$ cat src/hw/adcts_regs.svh
// register offsets, field positions, reset values and select codes
// assumes a 12-bit APB byte address and 32-bit data
`ifndef ADCTS_REGS_SVH
`define ADCTS_REGS_SVH

// ----------------------------------------------------------------
// register byte offsets
// ----------------------------------------------------------------
`define ADCTS_SEL_OFS 12'h000
`define ADCTS_STAT_OFS 12'h004
// top bit of the decoded part of the byte address
`define ADCTS_DEC_MSB 11

// ----------------------------------------------------------------
// field layout of the select register
// ----------------------------------------------------------------
`define ADCTS_SEL0_LSB 0
`define ADCTS_SEL1_LSB 4
`define ADCTS_SEL_W 4
`define ADCTS_SEL_RST 4'h0

// ----------------------------------------------------------------
// field layout of the status register
// ----------------------------------------------------------------
`define ADCTS_STAT_START_LSB 0
`define ADCTS_STAT_RSV_LSB 2

// ----------------------------------------------------------------
// trigger select codes
// ----------------------------------------------------------------
`define ADCTS_CODE_SW 4'h0
`define ADCTS_CODE_COMP0 4'h1
`define ADCTS_CODE_RSV2 4'h2
`define ADCTS_CODE_RSV3 4'h3
`define ADCTS_CODE_EXT 4'h4
`define ADCTS_CODE_TIMER 4'h5
`define ADCTS_CODE_PWM0 4'h6
`define ADCTS_CODE_PWM1 4'h7
`define ADCTS_CODE_PWM2 4'h8
`define ADCTS_CODE_ALWAYS 4'hF
// upper reserved band, both ends included
`define ADCTS_CODE_RSV_LO 4'h9
`define ADCTS_CODE_RSV_HI 4'hE

`endif

$ cat src/hw/adcts_pkg.sv
// types shared by the trigger select block and its decoder
// assumes adcts_regs.svh for all numeric values
package adcts_pkg;

  // one 4-bit trigger select field
  typedef logic [3:0] adcts_sel_t;

  // trigger sources common to every sequencer
  typedef struct packed {
    logic comp0;       // analog comparator 0 trigger
    logic ext;         // external trigger pin
    logic timer;       // timer trigger, already qualified by its enable
    logic [2:0] pwm;   // pwm generator triggers, already qualified
  } adcts_src_t;

endpackage : adcts_pkg

$ cat src/hw/adcts_top.sv
// trigger source selection for sample sequencers 0 and 1, APB slave
// assumes pclk at 125 MHz, sources synchronous to pclk, and that the
// timer and pwm blocks supply their trigger enables as levels
`timescale 1ns/1ps
`include "adcts_regs.svh"

// Operation
// - seq1 select field bits 7:4, resets zero
// - seq0 select field bits 3:0, resets zero
// - decode software, comparator, pin, continuous codes
// - code five: timer, needs timer trigger enable
// - code six: pwm generator 0 trigger
// - code seven: pwm generator 1 trigger
// - code eight: pwm generator 2 trigger
module adcts_top
  import adcts_pkg::*;
#(
  parameter int NUM_SEQ = 2,    // sequencers served by this block
  parameter int ADDR_W = 12     // apb address width
)
(
  input wire logic pclk,
  input wire logic presetn,
  input wire logic psel,
  input wire logic penable,
  input wire logic pwrite,
  input wire logic [ADDR_W-1:0] paddr,
  input wire logic [31:0] pwdata,
  input wire logic [3:0] pstrb,
  output logic [31:0] prdata,
  output logic pready,
  output logic pslverr,
  input wire logic [NUM_SEQ-1:0] sw_start,
  input wire logic comp0_trig,
  input wire logic external_trigger_pin,
  input wire logic timer_trig,
  input wire logic timer_output_trigger_en,
  input wire logic [2:0] pwm_trig,
  input wire logic pwm_gen0_int_trig_enable,
  input wire logic pwm_gen1_int_trig_enable,
  input wire logic pwm_gen2_int_trig_enable,
  output logic [NUM_SEQ-1:0] seq_start
);

  // ----------------------------------------------------------------
  // elaboration checks
  // ----------------------------------------------------------------
  // field layout only has room for the two lowest sequencers
  if (NUM_SEQ != 2)
  begin : g_bad_seq
    $error("adcts_top: NUM_SEQ must be 2");
  end
  if (ADDR_W < 12)
  begin : g_bad_addr
    $error("adcts_top: ADDR_W must be at least 12");
  end

  // ----------------------------------------------------------------
  // declarations
  // ----------------------------------------------------------------
  adcts_sel_t sel_q [NUM_SEQ];          // per-sequencer select field
  logic [NUM_SEQ-1:0] start_q;          // registered start triggers
  logic [NUM_SEQ-1:0] rsv_q;            // reserved code in use
  logic [NUM_SEQ-1:0] trig_d;           // decoded trigger, next value
  logic [NUM_SEQ-1:0] rsv_d;            // decoded reserved flag
  logic pready_q;                       // access answer
  logic pslverr_q;                      // unmapped address answer
  logic [31:0] prdata_q;                // captured read data
  logic [31:0] rdata_d;                 // read mux
  logic hit_sel;                        // address decodes select reg
  logic hit_stat;                       // address decodes status reg
  logic acc_first;                      // first access cycle
  logic acc_done;                       // completing access edge
  logic wr_sel;                         // write to select, lane 0
  adcts_src_t src;                      // qualified common sources

  // ----------------------------------------------------------------
  // apb decode
  // ----------------------------------------------------------------
  // one wait state so that every bus output is a flip-flop
  assign hit_sel = (paddr[`ADCTS_DEC_MSB:0] == `ADCTS_SEL_OFS);
  assign hit_stat = (paddr[`ADCTS_DEC_MSB:0] == `ADCTS_STAT_OFS);
  assign acc_first = psel & penable & ~pready_q;
  assign acc_done = psel & penable & pready_q;
  // fields live in byte lane 0 only; other lanes are ignored
  assign wr_sel = acc_done & pwrite & hit_sel & pstrb[0];

  // ----------------------------------------------------------------
  // source qualification
  // ----------------------------------------------------------------
  // enables are gated here so the decoder sees one line per code
  always_comb
  begin
    src.comp0 = comp0_trig;
    src.ext = external_trigger_pin;
    src.timer = timer_trig & timer_output_trigger_en;
    src.pwm[0] = pwm_trig[0] & pwm_gen0_int_trig_enable;
    src.pwm[1] = pwm_trig[1] & pwm_gen1_int_trig_enable;
    src.pwm[2] = pwm_trig[2] & pwm_gen2_int_trig_enable;
  end

  // ----------------------------------------------------------------
  // per-sequencer select field and decoder
  // ----------------------------------------------------------------
  for (genvar i = 0; i < NUM_SEQ; i++)
  begin : g_seq
    // field position: seq0 bits 3:0, seq1 bits 7:4
    localparam int LSB = (i == 0) ? `ADCTS_SEL0_LSB : `ADCTS_SEL1_LSB;

    // select field, written on the completing edge only
    always_ff @(posedge pclk or negedge presetn)
    begin
      if (!presetn)
      begin
        sel_q[i] <= `ADCTS_SEL_RST;
      end
      else if (wr_sel)
      begin
        sel_q[i] <= pwdata[LSB +: `ADCTS_SEL_W];
      end
    end

    // source decode for this sequencer
    adcts_trig_mux u_mux (
      .sel(sel_q[i]),
      .sw_start(sw_start[i]),
      .src(src),
      .trig(trig_d[i]),
      .rsv(rsv_d[i])
    );
  end

  // ----------------------------------------------------------------
  // start trigger outputs
  // ----------------------------------------------------------------
  // registered, so a source reaches the sequencer one cycle later
  always_ff @(posedge pclk or negedge presetn)
  begin
    if (!presetn)
    begin
      start_q <= '0;
      rsv_q <= '0;
    end
    else
    begin
      start_q <= trig_d;
      rsv_q <= rsv_d;
    end
  end

  // ----------------------------------------------------------------
  // read mux
  // ----------------------------------------------------------------
  // reserved bits and unmapped addresses read zero
  always_comb
  begin
    rdata_d = 32'h0000_0000;
    if (hit_sel)
    begin
      rdata_d[`ADCTS_SEL0_LSB +: `ADCTS_SEL_W] = sel_q[0];
      rdata_d[`ADCTS_SEL1_LSB +: `ADCTS_SEL_W] = sel_q[1];
    end
    else if (hit_stat)
    begin
      rdata_d[`ADCTS_STAT_START_LSB +: NUM_SEQ] = start_q;
      rdata_d[`ADCTS_STAT_RSV_LSB +: NUM_SEQ] = rsv_q;
    end
  end

  // ----------------------------------------------------------------
  // apb answer
  // ----------------------------------------------------------------
  // pready rises in the second access cycle and stays one cycle
  always_ff @(posedge pclk or negedge presetn)
  begin
    if (!presetn)
    begin
      pready_q <= 1'b0;
      pslverr_q <= 1'b0;
      prdata_q <= 32'h0000_0000;
    end
    else
    begin
      pready_q <= acc_first;
      // error only for unmapped addresses; writes to status are ignored
      pslverr_q <= acc_first & ~(hit_sel | hit_stat);
      if (acc_first & ~pwrite)
      begin
        prdata_q <= rdata_d;
      end
      else
      begin
        prdata_q <= 32'h0000_0000;
      end
    end
  end

  // ----------------------------------------------------------------
  // outputs
  // ----------------------------------------------------------------
  assign prdata = prdata_q;
  assign pready = pready_q;
  assign pslverr = pslverr_q;
  assign seq_start = start_q;

  // ----------------------------------------------------------------
  // assertions
  // ----------------------------------------------------------------
  // a write to the select register lands in seq1's field next cycle
  property p_wr_seq1;
    @(posedge pclk) disable iff (!presetn)
    wr_sel |=> (sel_q[1] == $past(pwdata[`ADCTS_SEL1_LSB +: `ADCTS_SEL_W]));
  endproperty
  a_wr_seq1: assert property (p_wr_seq1)
    else $error("seq1 select field not written");

  // seq0 field follows bits 3:0 and reads back on the bus
  property p_rd_seq0;
    @(posedge pclk) disable iff (!presetn)
    (acc_first & ~pwrite & hit_sel)
      |=> (prdata[`ADCTS_SEL0_LSB +: `ADCTS_SEL_W] == sel_q[0]) && pready;
  endproperty
  a_rd_seq0: assert property (p_rd_seq0)
    else $error("seq0 select field read back wrong");

  // software code passes the processor start through in one cycle
  property p_sw;
    @(posedge pclk) disable iff (!presetn)
    (sel_q[0] == `ADCTS_CODE_SW) && sw_start[0] |=> seq_start[0];
  endproperty
  a_sw: assert property (p_sw)
    else $error("software start not passed to sequencer 0");

  // continuous code holds the start high for as long as it stays
  property p_always;
    @(posedge pclk) disable iff (!presetn)
    (sel_q[1] == `ADCTS_CODE_ALWAYS)[*2] |=> seq_start[1];
  endproperty
  a_always: assert property (p_always)
    else $error("continuous sampling start missing");

  // timer trigger without its enable never starts a sequencer
  property p_timer;
    @(posedge pclk) disable iff (!presetn)
    (sel_q[0] == `ADCTS_CODE_TIMER)
      |=> (seq_start[0] == $past(timer_trig & timer_output_trigger_en));
  endproperty
  a_timer: assert property (p_timer)
    else $error("timer trigger not qualified by its enable");

  // pwm generator 0 trigger follows its enable
  property p_pwm0;
    @(posedge pclk) disable iff (!presetn)
    (sel_q[1] == `ADCTS_CODE_PWM0)
      |=> (seq_start[1] == $past(pwm_trig[0] & pwm_gen0_int_trig_enable));
  endproperty
  a_pwm0: assert property (p_pwm0)
    else $error("pwm0 trigger routing wrong");

  // pwm generator 1 trigger follows its enable
  property p_pwm1;
    @(posedge pclk) disable iff (!presetn)
    (sel_q[0] == `ADCTS_CODE_PWM1)
      |=> (seq_start[0] == $past(pwm_trig[1] & pwm_gen1_int_trig_enable));
  endproperty
  a_pwm1: assert property (p_pwm1)
    else $error("pwm1 trigger routing wrong");

  // pwm generator 2 trigger follows its enable
  property p_pwm2;
    @(posedge pclk) disable iff (!presetn)
    (sel_q[1] == `ADCTS_CODE_PWM2)
      |=> (seq_start[1] == $past(pwm_trig[2] & pwm_gen2_int_trig_enable));
  endproperty
  a_pwm2: assert property (p_pwm2)
    else $error("pwm2 trigger routing wrong");

  // reserved codes keep the start low and flag the status
  property p_rsv;
    @(posedge pclk) disable iff (!presetn)
    ((sel_q[0] == `ADCTS_CODE_RSV2) || (sel_q[0] == `ADCTS_CODE_RSV3) ||
     (sel_q[0] >= `ADCTS_CODE_RSV_LO && sel_q[0] <= `ADCTS_CODE_RSV_HI))
      |=> !seq_start[0] && rsv_q[0];
  endproperty
  a_rsv: assert property (p_rsv)
    else $error("reserved code produced a trigger");

  // reserved codes on sequencer 1 behave as on sequencer 0
  property p_rsv1;
    @(posedge pclk) disable iff (!presetn)
    ((sel_q[1] == `ADCTS_CODE_RSV2) || (sel_q[1] == `ADCTS_CODE_RSV3) ||
     (sel_q[1] >= `ADCTS_CODE_RSV_LO && sel_q[1] <= `ADCTS_CODE_RSV_HI))
      |=> !seq_start[1] && rsv_q[1];
  endproperty
  a_rsv1: assert property (p_rsv1)
    else $error("reserved code on sequencer 1 produced a trigger");

  // comparator code routes comparator 0 to sequencer 0
  property p_comp0;
    @(posedge pclk) disable iff (!presetn)
    (sel_q[0] == `ADCTS_CODE_COMP0) |=> (seq_start[0] == $past(comp0_trig));
  endproperty
  a_comp0: assert property (p_comp0)
    else $error("comparator trigger not passed to sequencer 0");

  // pin code routes the external trigger pin to sequencer 1
  property p_ext;
    @(posedge pclk) disable iff (!presetn)
    (sel_q[1] == `ADCTS_CODE_EXT) |=> (seq_start[1] == $past(external_trigger_pin));
  endproperty
  a_ext: assert property (p_ext)
    else $error("external pin trigger not passed to sequencer 1");

endmodule : adcts_top

$ cat src/hw/adcts_trig_mux.sv
// one sequencer's trigger source decoder, purely combinational
// assumes qualified sources; the caller registers the result
`timescale 1ns/1ps
`include "adcts_regs.svh"

module adcts_trig_mux
  import adcts_pkg::*;
(
  input wire adcts_sel_t sel,
  input wire logic sw_start,
  input wire adcts_src_t src,
  output logic trig,
  output logic rsv
);

  // ----------------------------------------------------------------
  // select decode
  // ----------------------------------------------------------------
  // reserved codes give no trigger and raise rsv
  always_comb
  begin
    trig = 1'b0;
    rsv = 1'b0;
    case (sel)
      `ADCTS_CODE_SW: trig = sw_start;
      `ADCTS_CODE_COMP0: trig = src.comp0;
      `ADCTS_CODE_EXT: trig = src.ext;
      `ADCTS_CODE_TIMER: trig = src.timer;
      `ADCTS_CODE_PWM0: trig = src.pwm[0];
      `ADCTS_CODE_PWM1: trig = src.pwm[1];
      `ADCTS_CODE_PWM2: trig = src.pwm[2];
      `ADCTS_CODE_ALWAYS: trig = 1'b1;
      default: rsv = 1'b1;
    endcase
  end

endmodule : adcts_trig_mux

$ cat config.mk
export PLATFORM = sky130hd
export DESIGN_NAME = adcts_top
export DESIGN_NICKNAME = d
export VERILOG_FILES = /design/src/hw/adcts_pkg.sv /design/src/hw/adcts_top.sv /design/src/hw/adcts_trig_mux.sv
export VERILOG_INCLUDE_DIRS = /design/src /design/src/hw
export SDC_FILE = /design/constraint.sdc
export NUM_CORES = 1
export LEC_CHECK = 0
export ABC_AREA = 1
export BUFFER_PORTS_ARGS = -buffer_cell sky130_fd_sc_hd__buf_2
export CAP_MARGIN = 40
export CORE_MARGIN = 5
export CORE_UTILIZATION = 35
export DETAILED_ROUTE_END_ITERATION = 6
export MAX_ROUTING_LAYER = met4
export PLACE_DENSITY = 0.73
export SLEW_MARGIN = 20
export SYNTH_ARGS = -nofsm -noshare
export SYNTH_HDL_FRONTEND = slang
export SYNTH_SLANG_ARGS = --single-unit
$ cat constraint.sdc
create_clock -name pclk -period 1.7 [get_ports pclk]
set_clock_uncertainty 0.2 [all_clocks]
set_input_delay 0.34 -clock pclk [delete_from_list [all_inputs] [get_ports pclk]]
set_output_delay 0.34 -clock pclk [all_outputs]
set_load 0.05 [all_outputs]
# --- Word level (Yosys, flattened, before mapping) ---
# Index checks and enable logic that the tools add are counted.
op_classes:
  eq_ne: 15
  muxes: 8
  n_bitwise: 16
  reduce_logical: 5
ops:
  columns: ["op", "count"]
  rows:
  - ["equality test 4 x 3 -> 1 bit, second input constant", 8]
  - ["equality test 4 bit, second input constant", 4]
  - ["case mux 1 bit (8 select lines)", 2]
  - ["OR reduction 8 bit", 2]
  - ["bitwise AND 1 bit", 12]
  - ["equality test 12 x 3 -> 1 bit, second input constant", 1]
  - ["zero test 12 bit", 1]
  - ["2-to-1 mux 4 bit", 3]
  - ["equality test 4 x 1 -> 1 bit, second input constant", 2]
  - ["zero test 4 bit", 2]
  - ["2-to-1 mux 8 bit", 1]
  - ["NOT 1 bit", 3]
  - ["2-to-1 mux 1 bit", 2]
  - ["OR 1 bit", 1]
totals:
  reg_bits: 46
  input_bits: 65
  out_inout_bits: 36
  word_cells: 51

# --- Logic depth before layout (Yosys ltp) ---
# Gate-level depths: netlist of run 1.
depth:
  word_depth: 5
  ltp_mapped: 7
  mapped_depth_nobuf: 6

# --- Cells and area by module ---
# A second synthesis of run 1 with hierarchy kept.
unflattened:
  cells_unflattened: 176
  hier_area_um2: 1387.6
by_module_without_submodules:
  columns: ["module", "n_inst", "cells_per_inst", "area_per_inst_um2", "seq_area_each_um2"]
  rows:
  - ["adcts_top", 1, 120, 1137.3, 550.5]
  - ["adcts_trig_mux", 2, 28, 125.1, 0.0]

# --- Least setup slack after synthesis of run 1 ---
# OpenSTA, ideal clock, no wires.
synth_timing:
  path_type: "register to register"
  startpoint: "register pready_q (netlist: pready)"
  endpoint: "register sel_q[5] (netlist name)"
  setup_ns: 0.117
  arrival_ns: 1.314
  t_required_ns: 1.383
  setup_slack_ns: 0.070
  path_stages_with_launch: 7
  path_buffers: 1
  period_less_slack_ns: 1.630
  path_cell_list: "dfrtp_1 -> nand3_1 -> nor2_1 -> nand3_4 -> buf_6 -> nand2_2 -> o21ai_2"
synth_between:
  elab_chain_len: 4
synth_lines:
  columns: ["element", "line", "text"]
  rows:
  - ["from (decl)", "adcts_top.sv:66", "logic pready_q;"]
  - ["from (signal assigned)", "adcts_top.sv:184", "pready_q <= acc_first;"]
  - ["bitwise AND 1 bit", "adcts_top.sv:84", "assign acc_done = psel & penable & pready_q;"]
  - ["bitwise AND 1 bit (3 in a row)", "adcts_top.sv:86", "assign wr_sel = acc_done & pwrite & hit_sel & pstrb[0];"]
  - ["to (signal, indexed assignment)", "adcts_top.sv:115", "sel_q[i] <= `ADCTS_SEL_RST;"]
  - ["to (signal, indexed assignment)", "adcts_top.sv:119", "sel_q[i] <= pwdata[LSB +: `ADCTS_SEL_W];"]
  - ["to (decl)", "adcts_top.sv:61", "adcts_sel_t sel_q [NUM_SEQ];"]
# Every way passes these cells.
# A chain may end at the register's enable or synchronous reset.

# --- Worst setup path after layout of run 1 ---
layout_timing:
  startpoint: "register pready_q (netlist: pready)"
  endpoint: "output port pready"
layout_lines:
  columns: ["element", "line", "text"]
  rows:
  - ["to (decl)", "adcts_top.sv:31", "output logic pready,"]
# No word-level cell between the ends.

==> run summary, run 1 <==
Subtracting the final worst setup slack from the clock period gives 1.455 ns. The tools report the number of pins with negative max-slew slack in the final report as 0. The clock reaches the later pin of the worst-skew pair after 0.26 ns. At the worst endpoint, the arrival time is 0.91 ns.

The quantity of I/O buffers inserted on ports was 49; the initial cell density of the core was 37.10%. Fraction of layout instances using a drive strength above 1: 35.14%. Buffers added to address setup during post-CTS repair amount to 0.

On the worst path, the slowest cell contributes a delay of 0.38 ns. The top achievable clock speed came out at 0.6874 GHz. TritonCTS built the clock tree. Setup repair after global routing left no endpoint under its margin. The post-synthesis cell count was 171. At the placement stage, the worst setup path has a slack of 0.08829 ns. After synthesis, flip-flops and latches occupy 39.64% of the total area. The min-delay analysis places its worst path in the category in2reg. In this run, post-CTS repair resized a total of 0 instances. Fill cells in the final layout number 412.

The average footprint of a synthesized cell is 8.122 sq um, and the final period utilization is 85.57%. Row generation in the floorplan step produced 22 rows. The tools report the clock root buffer master as clkbuf_8. The most common cell after layout, fill and taps aside is buf_2. The logs give 0.32 ns for the setup slack of the most critical reg-to-reg path and 1,126 for the total via count in the routed design. In the final timing run, aggregate negative setup slack is 0 ns. The critical path start-end classification is reg2out. Number of search-and-repair iterations in the first detailed-routing pass: 4. For this design, the slowest cell found on the critical path is dfrtp_1. The first global-routing pass estimated 4298 microns of wire. CTS H-tree depth: 1. The critical path goes through buf_2.

The internal portion of total power is 0.8881 mW, and the total I/O pin count is 101. In this run, CTS created clock tree buffers numbering 3. The number of antenna diodes in the final layout is 0.

The kind of cell adding the most delay to the critical path is flip-flops. The flow ran to the end, and the final reports show no timing, DRC or antenna violations. The maximum VDD drop is 0.0003569 V.

Global routing usage summed across all routing layers: 10.57%. Initial antenna violation count: 0. The largest net degree at the start of global routing is 23, and the switching share of power is 28.02%. The logs give 18.7% for the share of total power in combinational logic and 288 for the final net count.

The number of DRC violations after detailed-routing iteration 0 is 44, and the final global-route overflow total is 0. The analysis attributes to net switching a power of 0.3456 mW. Count of buffering cells on the critical path with inverters included: 1. The number of remaining DRC errors came out at 0. The logs give 1,049 for the number of global-route vias before repair and 0 for the count of yosys warnings during synthesis. Number of clock sinks: 22. The width of the die works out to 72.99 microns.

Summed over all layers, the routed wires come to 2712 microns. In this run the worst path has a maximum fanout of 3. The tools report the final number of hold-violating endpoints as 0.

Counting flops and latches in the post-synthesis netlist gives 22. The run gives 3744 sq um as the core box area. Dividing total power by cell area gives a power density of 743.6 nW/um^2. Across the run, the number of max-cap violations was 0. For this design the static power due to leakage is 0.9289 nW.

For the worst setup path, the data required time is 1.16 ns. The logs give 5328 sq um for the area of the die and 22 for the number of distinct library cell variants in the gate-level netlist after synthesis. Per report_power, the sequential group accounts for 43.0% of the total.

Routability-driven placement finished with a final weighted congestion of 0.7660. STA classifies the critical path endpoint as a primary output. In this run, the clock network consumes 38.4% of the power. Across all setup checks in the final design, the least slack found is 0.2453 ns. The clock transition time at the flip-flop clock pins of the worst setup and hold paths is 0.07 ns, and the number of nets with antenna violations after routing is 0. The die is 72.99 microns tall. The mapped netlist covers 1389 sq um. Setup violations remaining at the end of the flow were counted as 0. The HPWL after detailed placement is 2306 microns, and the number of vias per cell after detailed routing is 4.170. The longest clock path from root to sink contains 2 buffers.

STA classifies the critical path startpoint as a flip-flop. In the layout the commonest cells are buf_2 (49), nand2_1 (24), conb_1 (24), nand3_1 (23), dfrtp_1 (22). The mean routed wirelength per cell is 10.04 microns, and the area growth from synthesis to final layout is 19.46%.
==> logic make-up (layout without fill, tap and decap cells) <==
logic type,Yosys count,in the layout,share of synthesized area (%)
AO/OA/AOI/OAI,20,20,9.460
buffers and inverters,47,75,20.54
flip-flops,22,22,39.64
other,1,24,0.2700
AND/OR/NAND/NOR,81,81,30.09
==> routing by layer <==
metal | vias to the layer above | part of all wire, % | track usage (%) | wire, microns
li1 | 596 | - | - | -
met1 | 485 | 39 | 11.99 | 1060
met2 | 41 | 51 | 17.97 | 1377
met3 | 4 | 9.3 | 3.444 | 253
met4 | 0 | 0.74 | 2.459 | 20
met5 | - | 0 | - | 0
==> synthesized netlist by cell type <==
| cell type | n | area share [%] |
|---|---|---|
| conb_1 | 1 | 0.27 |
| nor2_8 | 1 | 1.4 |
| o21ai_1 | 2 | 0.72 |
| nand3_4 | 1 | 1.3 |
| inv_2 | 2 | 0.54 |
| buf_6 | 2 | 1.6 |
| a21oi_1 | 7 | 2.5 |
| nand2_2 | 4 | 1.8 |
| nor2_1 | 19 | 5.1 |
| o21ai_0 | 2 | 0.72 |
| a31oi_1 | 1 | 0.45 |
| nor2_2 | 3 | 1.4 |
| nand2_1 | 24 | 6.5 |
| nor3_2 | 3 | 2.2 |
| o21ai_2 | 8 | 5.0 |
| nand2_4 | 1 | 0.81 |
| or2_1 | 1 | 0.45 |
| inv_1 | 18 | 4.9 |
| buf_4 | 25 | 14 |
| dfrtp_1 | 22 | 40 |
| nor3b_2 | 1 | 0.90 |
| nand3_1 | 23 | 8.3 |
==> worst paths after layout <==
check | startpoint | end | depth (start not counted)
min in group asynchronous | presetn | pslverr | 2
worst min-delay path | pwdata[2] | sel_q[6] | 3
max in group asynchronous | presetn | sel_q[1] | 2
worst min register to register | pready | pready | 1
worst max-delay path | pready | pready | 1
worst max register to register | pready | prdata[5] | 4
==> sequential cells by signal, indices dropped and copies added, names as in the netlist <==
| signal | count |
|---|---|
| seq_start | 2 |
| rsv_q | 2 |
| prdata | 8 |
| pslverr | 1 |
| sel_q | 8 |
| pready | 1 |
==> power groups by stage <==
stage	logic [mW]	clock network [mW]	registers (mW)
2_1_floorplan	0.191	0	0.559
6_report	0.230	0.473	0.530
3_3_place_gp	0.227	0	0.541
3_5_place_dp	0.229	0	0.541
5_1_grt	0.246	0.511	0.531
4_1_cts	0.231	0.487	0.530
==> final cells by class <==
cell class / instances / area (sq um) / share of cell area, %
clock buffers: 3 / 41.29 / 2.489
clock inverters: 1 / 30.03 / 1.810
inverters: 20 / 75.07 / 4.525
multi-input cells: 125 / 639.4 / 38.54
flip-flops and latches: 22 / 550.5 / 33.18
well taps: 48 / 60.06 / 3.620
repair buffers: 51 / 262.8 / 15.84
==> what timing repair did <==
action	CTS	global route
hold buffers	1	0
setup endpoints to repair	0	0
endpoints found under the hold margin	22	0
==> per-stage QoR <==
stage	power (mW)	cells	area (sq um)	hold slack, ns	utilization [%]
6_report	1.234	270	1659	0.1161	44.32
2_1_floorplan	0.7498	194	1475	-0.1556	-
3_5_place_dp	0.7698	265	1578	0.1235	42.15
4_1_cts	1.248	270	1659	0.1107	44.32
3_3_place_gp	0.7678	265	1578	0.1231	42.15
5_1_grt	1.289	270	1659	0.1200	44.32
Power figures use the tool's default switching activity.
==> run 2, diff against run 1 <==
CORE_UTILIZATION = 40   (was 35)
GPL_TIMING_DRIVEN = 0   (was not set)
PLACE_DENSITY = 0.81   (was 0.73)
==> run summary, run 2 (synthesized netlist as in run 1, its figures left out) <==
The critical path start-end classification is reg2out. Setup repair after global routing left no endpoint under its margin. The fraction of layout instances using a drive strength above 1 was 41.94% (+6.8 points).

Number of clock sinks: 22 (unchanged). The largest net degree at the start of global routing was 23 (unchanged). The quantity of I/O buffers inserted on ports works out to 49 (unchanged). Final number of setup-violating endpoints: 0 (unchanged). The worst setup path is launched from a flip-flop. The number of DRC violations after detailed-routing iteration 0 was 67 (+52%). The area growth from synthesis to final layout came out at 32.52%.

For the row count, the log shows 21 (-4.5%). Post-route setup TNS: 0 ns (unchanged). The clock group share of total power is 33.3% (-5.1 points), and the sequential fraction of design power is 43.8% (+0.8 points). The tools report the number of search-and-repair iterations in the first detailed-routing pass as 6 (+2).

The peak per-stage delay on the critical path is 0.40 ns (+0.02 ns), and the initial antenna violation count is 0 (unchanged). The total I/O pin count was 101 (unchanged). Grouping stages by cell kind, the critical path spends the most delay in flip-flops. The final global-route overflow total is 0 (unchanged), and the internal portion of total power is 0.8520 mW (-4.1%). The run gives 1.064 nW (+15%) as the reported leakage power. The required time of the critical path is 1.16 ns (about the same). The logs give 0.0003036 V (-15%) for the maximum VDD drop and 1778 sq um (+13%) for the placed instance area. The clock root buffer master was clkbuf_4. The total via count in the routed design was 1,219 (+8.3%). The area of the die was 4751 sq um (-11%). For the wire length of the first global-routing pass, the log shows 4077 microns (-5.1%). The worst hold path belongs to the class in2reg. The total non-filler cell area in the finished layout was 1841 sq um (+11%). The number of vias per cell after detailed routing was 4.146 (-0.58%); the core box area was 3337 sq um (-11%). The share of total power in combinational logic came out at 22.9% (+4.2 points). The slowest stage of the critical path is the dfrtp_1 cell.

The most common cell after layout, fill and taps aside was buf_2. The run gives 41.62% (+4.5 points) as the initial cell density of the core. TritonCTS built the clock tree. The switching share of power is 29.70% (+1.7 points), and the HPWL after detailed placement is 2320 microns (+0.61%). Clock transition time at the flip-flop clock pins of the worst setup and hold paths: 0.12 ns (+0.05 ns). For the number of nets with antenna violations after routing, the log shows 0 (unchanged). Walking the worst path, the cells encountered are buf_2. The tools report the final net count as 314 (+9.0%).

The count of maximum capacitance violations is 0 (unchanged), and the CTS H-tree depth is 1 (unchanged). Total CTS buffers: 3 (unchanged). The run finished with clean final reports. The final period utilization was 89.94% (+4.4 points).

The number of remaining DRC errors is 0 (unchanged). Buffer count from post-CTS setup fixing: 0 (unchanged). The sort of element at the end of the critical path is a primary output.

Count of buffering cells on the critical path with inverters included: 1 (unchanged). The clock latency at the later pin of the worst-skew pair is 0.31 ns (+0.05 ns). The die height is 68.93 microns (-5.6%), and the net switching power is 0.3600 mW (+4.1%). For the number of global-route vias before repair, the log shows 1,015 (-3.2%). The global routing usage summed across all routing layers was 11.73% (+1.2 points).

The final weighted congestion of routability-driven global placement was 0.7936 (+3.6%); the final critical path time including I/O delays and setup was 1.529 ns (+0.07420 ns). For the final number of hold-violating endpoints, the log shows 0 (unchanged). The worst path arrival time is 0.99 ns (+0.08 ns). The ratio of total power to cell area is 658.5 nW/um^2 (-11%).

The deepest clock path buffer count was 2 (unchanged); the detailed-route wire length was 2793 microns (+3.0%). The largest driver fanout on the critical path is 3 (unchanged), and the number of pins with negative max-slew slack in the final report is 0 (unchanged). In the layout the commonest cells are buf_2 (49), buf_4 (25), nand2_1 (24), conb_1 (24), nand3_1 (23).

The mean routed wirelength per cell is 9.500 microns (-5.4%), and the width of the die is 68.93 microns (-5.6%). The number of diodes was 0 (unchanged); the top achievable clock speed was 0.6541 GHz (-4.9%).
==> run 2: worst paths after layout <==
check	depth (start not counted)	end	from	slack, ns
worst max-delay path	1	pready	pready	0.17
worst min-delay path	3	sel_q[5]	pwdata[1]	0.05
worst max register to register	5	prdata[5]	pready	0.30
worst min register to register	1	pready	pready	0.29
max in group asynchronous	2	sel_q[6]	presetn	0.68
min in group asynchronous	2	pslverr	presetn	0.30
==> run 2: tightest hold or removal path, cell delays in order <==
cell	delay (ns)
buf_2	0.09
inv_1	0.05
o21ai_2	0.05
==> run 2: layer usage <==
| layer | up-vias | routed length, microns | global-route usage [%] |
|---|---|---|---|
| li1 | 647 | - | - |
| met1 | 517 | 1159 | 13.93 |
| met2 | 51 | 1334 | 19.40 |
| met3 | 4 | 266 | 2.593 |
| met4 | 0 | 31 | 4.380 |
| met5 | - | 0 | - |
==> run 2: cell type report <==
cell class	count	area (sq um)
Fill cell	321	1496
Multi-Input combinational cell	125	639.4
Sequential cell	22	550.5
Timing Repair Buffer	50	255.2
Buffer	27	210.2
Inverter	20	75.07
Tap cell	46	57.56
Clock inverter	1	30.03
Clock buffer	3	22.52
==> run 2: per-stage QoR <==
step | setup WS, ns | hold WS (ns) | power [mW] | utilization [%] | cells
6_report | 0.1711 | 0.04792 | 1.212 | 55.16 | 294
5_1_grt | 0.1188 | 0.04242 | 1.256 | 55.16 | 294
4_1_cts | 0.1602 | 0.04822 | 1.214 | 55.16 | 294
3_5_place_dp | 0.1064 | 0.1225 | 0.8152 | 53.28 | 289
3_3_place_gp | 0.1211 | 0.1181 | 0.8129 | 53.28 | 289
2_1_floorplan | 0.06952 | -0.1556 | 0.7498 | - | 194
==> run 2: power by group through the flow <==
stage	clock network, mW	registers (mW)	logic, mW
6_report	0.404	0.531	0.278
2_1_floorplan	0	0.559	0.191
3_3_place_gp	0	0.541	0.272
5_1_grt	0.427	0.532	0.298
3_5_place_dp	0	0.541	0.274
4_1_cts	0.407	0.531	0.277
==> run 2: timing repair <==
action | in CTS | in global routing
gates resized for setup | 0 | 0
hold buffers | 1 | 0
endpoints found under the hold margin | 22 | 0
